`config.mk`:
```
export PLATFORM = sky130hd
export DESIGN_NAME = biom_exec
export DESIGN_NICKNAME = d
export VERILOG_FILES = /design/src/biom_pkg.sv /design/src/biom_exec.sv
export SDC_FILE = /design/constraint.sdc
export NUM_CORES = 1
export LEC_CHECK = 0
export BUFFER_PORTS_ARGS = -buffer_cell sky130_fd_sc_hd__buf_2
export CAP_MARGIN = 15
export CORE_MARGIN = 10
export CORE_UTILIZATION = 40
export CTS_CLUSTER_SIZE = 16
export DETAILED_ROUTE_END_ITERATION = 12
export PLACE_DENSITY = 0.74
export SYNTH_ARGS = -nofsm -noshare
export SYNTH_HDL_FRONTEND = slang
export SYNTH_SLANG_ARGS = --single-unit
export TNS_END_PERCENT = 5
```
`constraint.sdc`:
```
create_clock -name ref_clk -period 1.88 [get_ports ref_clk]
set_input_delay 0.188 -clock ref_clk [delete_from_list [all_inputs] [get_ports ref_clk]]
set_output_delay 0.188 -clock ref_clk [all_outputs]
set_load 0.005 [all_outputs]
```
`src/biom_pkg.sv`:
```
// Shared constants and types for the jump, step, OR and copy execution unit
package biom_pkg;

   // ------------------------------------------------------------
   // Widths and field positions
   // ------------------------------------------------------------
   localparam int PC_W        = 13;           // Program counter width
   localparam int IMM_W       = 11;           // Jump immediate width
   localparam int DATA_W      = 8;            // Data path width
   localparam int FADDR_W     = 7;            // File register address width
   localparam int PAGE_LO     = 3;            // Low page bit taken from the page latch
   localparam int PAGE_HI     = 4;            // High page bit taken from the page latch

   // ------------------------------------------------------------
   // Values after reset, destination select value and increment step
   // ------------------------------------------------------------
   localparam logic [PC_W-1:0]   PC_RST   = 13'h0000;
   localparam logic [DATA_W-1:0] ACC_RST  = 8'h00;
   localparam logic              ZERO_RST = 1'h0;
   localparam logic              DEST_ACC = 1'h0;  // Destination bit value selecting the accumulator
   localparam logic [DATA_W-1:0] ONE      = 8'h01; // Increment step

   // ------------------------------------------------------------
   // Operation codes presented with each instruction
   // ------------------------------------------------------------
   typedef enum logic [2:0]
   {
      OP_NONE                 = 3'h0,         // No operation
      OP_JUMP_ABSOLUTE        = 3'h1,         // Absolute jump
      OP_STEP_UP_SKIP_ON_ZERO = 3'h2,         // Increment file register, skip if zero
      OP_OR_LITERAL_INTO_ACC  = 3'h3,         // Accumulator OR literal
      OP_OR_ACC_WITH_FILE_REG = 3'h4,         // Accumulator OR file register
      OP_COPY_FILE_REG        = 3'h5          // Copy file register
   } biom_op_t;

   // ------------------------------------------------------------
   // Execution slot states (Gray coded)
   // ------------------------------------------------------------
   typedef enum logic [1:0]
   {
      ST_RUN     = 2'h0,                      // Slot executes the presented instruction
      ST_DISCARD = 2'h1                       // Slot forced to a no-operation
   } biom_state_t;

endpackage

```
`src/biom_exec.sv`:
```
// Execution unit for absolute jump, increment-skip, OR and file copy
//
// How it works
// - Jump loads immediate into counter bits 10:0
// - Jump fills counter bits 12:11 from latch
// - Jump takes two instruction cycles
// - Step adds one, destination bit picks target
// - Zero step result turns next slot NOP
// - OR literal into accumulator, zero flag updated
// - OR file register, destination bit picks target
// - Copy file register to chosen destination
// - Copy updates zero flag in both modes
`timescale 1ns/1ps

module biom_exec
   import biom_pkg::*;
(
   input  wire logic               ref_clk,          // Instruction clock, 20 MHz
   input  wire logic               sys_rst,          // Synchronous reset, active high
   input  wire logic               instr_valid,      // One instruction presented this cycle
   input  wire biom_op_t           instr_op,         // Operation code
   input  wire logic [IMM_W-1:0]   instr_k,          // Jump target or literal in low bits
   input  wire logic               instr_dest,       // Destination: 0 accumulator, 1 file register
   input  wire logic [FADDR_W-1:0] instr_faddr,      // File register address
   input  wire logic [DATA_W-1:0]  file_rdata,       // File register contents at instr_faddr
   input  wire logic [DATA_W-1:0]  page_latch_high,  // Page latch register
   output logic      [PC_W-1:0]    program_counter,  // Program counter
   output logic      [DATA_W-1:0]  acc,              // Accumulator
   output logic                    zero_flag,        // Zero flag
   output logic                    file_we,          // File register write pulse
   output logic      [FADDR_W-1:0] file_waddr,       // File register write address
   output logic      [DATA_W-1:0]  file_wdata,       // File register write data
   output logic                    slot_discard      // Next slot is a forced no-operation
);

   // ------------------------------------------------------------
   // State registers
   // ------------------------------------------------------------
   biom_state_t         state_r,  state_nxt;         // Slot state
   logic [PC_W-1:0]     pc_r,     pc_nxt;            // Program counter
   logic [DATA_W-1:0]   acc_r,    acc_nxt;           // Accumulator
   logic                zero_r,   zero_nxt;          // Zero flag
   logic                we_r,     we_nxt;            // File write strobe
   logic [FADDR_W-1:0]  waddr_r,  waddr_nxt;         // File write address
   logic [DATA_W-1:0]   wdata_r,  wdata_nxt;         // File write data
   logic                disc_r,   disc_nxt;          // Discard flag copy for the port
   logic                exec;                        // Instruction really executes
   logic [DATA_W-1:0]   result;                      // Arithmetic or logic result

   // Zero test of an 8-bit result, shared by every flag update
   function automatic logic is_zero(input logic [DATA_W-1:0] v);
      return (v == '0);
   endfunction

   // ------------------------------------------------------------
   // Next-state logic
   // ------------------------------------------------------------
   // An instruction is executed only in a running slot
   assign exec = instr_valid && (state_r == ST_RUN);

   always_comb
   begin
      state_nxt = ST_RUN;
      pc_nxt    = pc_r;
      acc_nxt   = acc_r;
      zero_nxt  = zero_r;
      we_nxt    = 1'h0;
      waddr_nxt = instr_faddr;
      wdata_nxt = wdata_r;
      result    = file_rdata;
      // Every presented slot, executed or discarded, advances the counter, except an executed jump, which reloads it below
      if (instr_valid)
      begin
         pc_nxt = pc_r + 13'h0001;
      end
      if (exec)
      begin
         case (instr_op)
            OP_JUMP_ABSOLUTE:
            begin
               // Target from immediate and page bits; flags untouched
               pc_nxt    = {page_latch_high[PAGE_HI:PAGE_LO], instr_k};
               state_nxt = ST_DISCARD;
            end
            OP_STEP_UP_SKIP_ON_ZERO:
            begin
               // Increment without flag change
               result = file_rdata + ONE;
               if (is_zero(result))
               begin
                  state_nxt = ST_DISCARD;
               end
            end
            OP_OR_LITERAL_INTO_ACC:
            begin
               // Literal OR always lands in the accumulator
               result   = acc_r | instr_k[DATA_W-1:0];
               zero_nxt = is_zero(result);
            end
            OP_OR_ACC_WITH_FILE_REG:
            begin
               result   = acc_r | file_rdata;
               zero_nxt = is_zero(result);
            end
            OP_COPY_FILE_REG:
            begin
               // Write-back to itself still tests for zero
               result   = file_rdata;
               zero_nxt = is_zero(result);
            end
            default:
            begin
               result = file_rdata;
            end
         endcase
         // Destination steering for file-operand instructions
         if (instr_op == OP_STEP_UP_SKIP_ON_ZERO || instr_op == OP_OR_ACC_WITH_FILE_REG ||
             instr_op == OP_COPY_FILE_REG)
         begin
            if (instr_dest == DEST_ACC)
            begin
               acc_nxt = result;
            end
            else
            begin
               we_nxt    = 1'h1;
               wdata_nxt = result;
            end
         end
         else if (instr_op == OP_OR_LITERAL_INTO_ACC)
         begin
            acc_nxt = result;
         end
      end
      disc_nxt = (state_nxt == ST_DISCARD);
   end

   // ------------------------------------------------------------
   // Registers
   // ------------------------------------------------------------
   always_ff @(posedge ref_clk)
   begin
      if (sys_rst)
      begin
         state_r <= ST_RUN;
         pc_r    <= PC_RST;
         acc_r   <= ACC_RST;
         zero_r  <= ZERO_RST;
         we_r    <= 1'h0;
         waddr_r <= '0;
         wdata_r <= '0;
         disc_r  <= 1'h0;
      end
      else
      begin
         state_r <= state_nxt;
         pc_r    <= pc_nxt;
         acc_r   <= acc_nxt;
         zero_r  <= zero_nxt;
         we_r    <= we_nxt;
         waddr_r <= waddr_nxt;
         wdata_r <= wdata_nxt;
         disc_r  <= disc_nxt;
      end
   end

   // Outputs straight from flip-flops
   assign program_counter = pc_r;
   assign acc             = acc_r;
   assign zero_flag       = zero_r;
   assign file_we         = we_r;
   assign file_waddr      = waddr_r;
   assign file_wdata      = wdata_r;
   assign slot_discard    = disc_r;
endmodule

```
# --- Word level (Yosys, flattened, before mapping) ---
# Cells that the tools add are included.
# Widths: inputs -> output; s select.
word_totals:
  output_inout_bits: 39
  mem_bits_rw: 0
  word_cells: 47
  mem_bits_ro: 0
  in_bits: 41
  mem_count: 0
  ff_bits: 41
  latchBits: 0
op_classes:
  bitwise_logic: 4
  multipliers: 0
  n_lt_le_gt_ge: 0
  reduce_logical: 14
  n_mux: 12
  div: 0
  addsub: 2
  n_shift: 0
  eq_ne: 7
ops:
  columns: ["op", "n"]
  rows:
  - ["$mux 13", 3]
  - ["$logic_not 8->1", 4]
  - ["$mux 8", 3]
  - ["$pmux 8 s3", 1]
  - ["$or 8x8->8", 2]
  - ["$add 13x1->13 const B", 1]
  - ["$add 8x1->8 const B", 1]
  - ["$eq 3x2->1 const B", 2]
  - ["$eq 3x3->1 const B", 2]
  - ["$reduce_and 3->1", 2]
  - ["$eq 3x1->1 const B", 1]
  - ["$mux 1", 3]
  - ["$pmux 1 s3", 1]
  - ["$reduce_bool 3->1", 1]
  - ["$reduce_or 3->1", 1]
  - ["$eq 2x1->1 const B", 1]
  - ["$logic_not 2->1", 1]
  - ["$logic_or 1x1->1", 2]
  - ["$ne 2x2->1 const B", 1]
  - ["$not 1->1", 2]
  - ["$pmux 1 s2", 1]
  - ["$reduce_and 2->1", 1]
  - ["$reduce_bool 2->1", 1]
  - ["$logic_and 1x1->1", 1]

# --- Logic depth before layout (Yosys ltp) ---
depth:
  word_depth: 6
  mapped_depth: 7
  ltp_nobuf: 6

# --- Least setup slack after synthesis ---
# OpenSTA, ideal clock, no wires.
synth_path:
  path_kind: "input -> register"
  start: "input file_rdata[0]"
  end: "register state_r[0]"
  path_slack_ns: 0.179
  cell_stages: 6
  t_arrival_ns: 1.617
  t_required_ns: 1.796
  path_buffers: 1
  setup_ns: 0.084
  cell_sequence: "ha_1 > buf_6 > xor2_1 > or4b_1 > a211o_1 > o31ai_2"
synth_between:
  elab_chain_len: 5
synth_rtl:
  columns: ["element", "line_no", "rtl"]
  rows:
  - ["start: declaration", "biom_exec.sv:25", "input wire logic [DATA_W-1:0] file_rdata,"]
  - ["$add 8x1->8", "biom_exec.sv:88", "result = file_rdata + ONE;"]
  - ["$logic_not 8->1", "biom_exec.sv:52", "return (v == '0);"]
  - ["$mux 1", "biom_exec.sv:89", "if (is_zero(result))"]
  - ["$pmux 1 s2", "biom_exec.sv:78", "case (instr_op)"]
  - ["$mux 1", "biom_exec.sv:76", "if (exec)"]
  - ["end signal: assignment", "biom_exec.sv:156", "state_r <= state_nxt;"]
  - ["end: declaration", "biom_exec.sv:39", "biom_state_t state_r, state_nxt;"]
# Every way passes these cells.
# A chain may end at the register's enable or synchronous reset.

# --- Final worst setup path ---
layout_path:
  start: "register pc_r[0] (netlist: program_counter[0])"
  end: "register pc_r[12] (netlist: program_counter[12])"
layout_between:
  elab_chain_len: 4
layout_rtl:
  columns: ["element", "line_no", "rtl"]
  rows:
  - ["start: declaration", "biom_exec.sv:40", "logic [PC_W-1:0] pc_r, pc_nxt;"]
  - ["start signal: assignment", "biom_exec.sv:157", "pc_r <= pc_nxt;"]
  - ["$add 13x1->13 *", "biom_exec.sv:74", "pc_nxt = pc_r + 13'h0001;"]
  - ["$mux 13 *", "biom_exec.sv:72", "if (instr_valid)"]
  - ["$mux 13", "biom_exec.sv:78", null]
  - ["$mux 13 *", "biom_exec.sv:76", null]
# Every way passes the cells marked *; elsewhere a longest branch is shown, timed or not.

==> metrics <==
status complete, no violations; CTS tree yes; ys async rst share 0%; Clock power frac 39.7%; CTS clock-pin slew for the worst setup and hold paths 80 ps; drt initial violations 144; routed length on met1 3.02 mm; gp weighted congestion 0.951; worst rel slew slack 61.5%; starting density of the core 41.2%; switching part of the total 25.5%; Post-DP HPWL 5.44 mm; worst slew pin tran 577 ps; grt ovf 0; syn_nets 313; port buffer count 73; via/cell ratio 5.70; Top Ports 80; Worst setup EP type flip-flop; drt first pass iters 4; CP Data Required Time 2070 ps; minimum clock period 1680 ps; DR top layer met4; Max clock buf depth 2; Final Skew 11.7 ps; CP Cell Sequence ha_1 -> and4_1 -> nand3_1 -> or3_1 -> a311oi_1; antenna violations before repair 0; Syn-to-layout area delta 26.7%; routed length per placed instance 16.9 um; pin count of the biggest net entering global routing 32; post-route ant nets 0; CP max stage delay 390 ps; crit-path max FO 5; vias in the first global route 2327; P per Cell Area 727 nW/um^2; Comb power frac 17.1%; met2 routed WL 3.21 mm; Hold-fix buffers, CTS 0; clk sinks 39; NetSw 0.000534 W; row cnt 27; Max Cap Viol 0; number of synthesized flops with an enable pin 0; fin util 52.2%; post-cts resize count 0; cell area after synthesis 2270 um^2; CP bufs+invs 0; peak supply drop 635 uV; Int Pwr 0.00156 W; Root Buffer Master clkbuf_8; metal3 WL 740 um; post-synthesis average cell area 8.46 um^2; post-CTS setup buffer count 0; sequential share of the synthesized area 34.4%; H-tree depth 2; Die Span X 95.3 um; Final Cycle Share 89.1%; clock latency on the worst-skew pair 290 ps; # DRC 0; layout cells sized above 1 29.0%; Setup Total Neg Slack 0 ps; Worst setup SP type flip-flop; Antenna diodes 0; die area 9080 um^2; die height 95.3 um; family with the most delay on the worst path simple AND/OR/NAND/NOR gates; Sequential Power Share 43.1%; Final Setup Violations 0; Final Hold Fails 0; Synth Instances 268; Crit path arrival time 1870 ps; kind of critical path reg2reg; synthesized flop and latch total 39; Pleak 1.19 nW; core area 5510 um^2; Hold WS 98.7 ps; first-pass GRT wire length 11.4 mm; fmax 597 MHz; RSZ-0062 raised after global routing no; GRT Util Overall 15.5%; FILL cells 547; via count 2375; worst min-delay path class in2reg; Nets 389; Yosys cell types 55; slowest stage cell, crit path dfxtp_1; ys flop type dfxtp_1; max-slew violations 0; CTS Buf Count 5; routed wire length 7.06 mm; synth warn 0
## power groups by stage
stage | clock network, W | logic [W] | registers (W)
final | 0.000830 | 0.000358 | 0.000902
after global routing | 0.000894 | 0.000396 | 0.000908
after CTS | 0.000851 | 0.000357 | 0.000901
after detailed placement | 0 | 0.000355 | 0.000920
after global placement | 0 | 0.000351 | 0.000918
after floorplan | 0 | 0.000196 | 0.000918
## metal layers
layer | track usage [%] | vias up
met5 | 0 | -
met4 | 4.86 | 0
met3 | 5.34 | 8
li1 | - | 1159
met1 | 19.4 | 1093
met2 | 24.4 | 115
## metrics by stage
step / power [W] / cell area, um^2 / worst slack [ps] / std cells
floorplan: 0.00111 / 2270 / 179 / 268
global placement: 0.00127 / 2740 / 120 / 409
detailed placement: 0.00128 / 2740 / 82.9 / 409
CTS: 0.00211 / 2870 / 193 / 417
global route: 0.00220 / 2870 / 81.7 / 417
finish: 0.00209 / 2870 / 204 / 417
## cell type report
type	instances	area, um^2	share of cell area [%]
multi-input cells	205	1370	47.6
repair buffers	89	485	16.9
clock buffers	6	72.6	2.53
inverters	4	15.0	0.523
flip-flops and latches	39	781	27.2
clock inverters	2	60.1	2.09
well taps	72	90.1	3.14
## state kept, by name (all words and copies together), names as in the netlist
name	flops
acc	8
state_r	1
file_waddr	7
zero_flag	1
program_counter	13
file_we	1
file_wdata	8
## placed cells by master, fill, tap and decap left out, types with 5 or more instances in the layout
cell and n:
buf_2 73, dfxtp_1 39, nor2_1 29, a211oi_1 16, buf_4 16, nor2b_1 10
nand2_1 10, nand3_1 10, nand2b_1 10, xnor2_1 9, nand3b_1 8, a21oi_1 8
nand4_1 7, nor4_1 7, o21ai_0 7, xor2_1 6, a311oi_1 6, nor3_1 5
clkbuf_8 5
## final timing paths
kind | depth (start not counted) | to | start | slack (ps)
worst max-delay path | 5 | program_counter[12] | program_counter[0] | 200
worst min register to register | 2 | file_wdata[3] | file_wdata[3] | 490
worst min-delay path | 2 | file_waddr[2] | instr_faddr[2] | 100
worst max register to register | 5 | program_counter[12] | program_counter[0] | 200
## cells in the mapped netlist, drive strengths merged (3+ instances only)
master | instances | share of area [%]
a211oi | 16 | 5.3
a21oi | 8 | 1.8
a311oi | 6 | 2.3
buf | 10 | 2.9
clkbuf | 10 | 1.7
dfxtp | 39 | 34
ha | 4 | 2.2
inv | 4 | 0.66
nand2 | 10 | 1.7
nand2b | 10 | 2.8
nand3 | 11 | 2.6
nand3b | 8 | 2.6
nand4 | 7 | 1.9
nor2 | 29 | 4.8
nor2b | 10 | 2.8
nor3 | 5 | 1.1
nor3b | 3 | 0.99
nor4 | 7 | 1.9
o211ai | 4 | 1.5
o21a | 3 | 0.99
o21ai | 8 | 1.8
o31ai | 4 | 1.5
o32ai | 4 | 1.5
xnor2 | 9 | 3.5
xor2 | 6 | 2.3
## kinds of logic after synthesis
family / count (synthesis) / synth area share (%)
and+or+nand+nor: 112 / 27.4
adders and majority gates: 4 / 2.21
xor gates and xnor gates: 15 / 5.79
DFF: 39 / 34.4
muxes: 3 / 1.38
buffers and inverters: 24 / 5.19
AOI/OAI and AO/OA: 71 / 23.6
(Power assumes the default switching activity.)
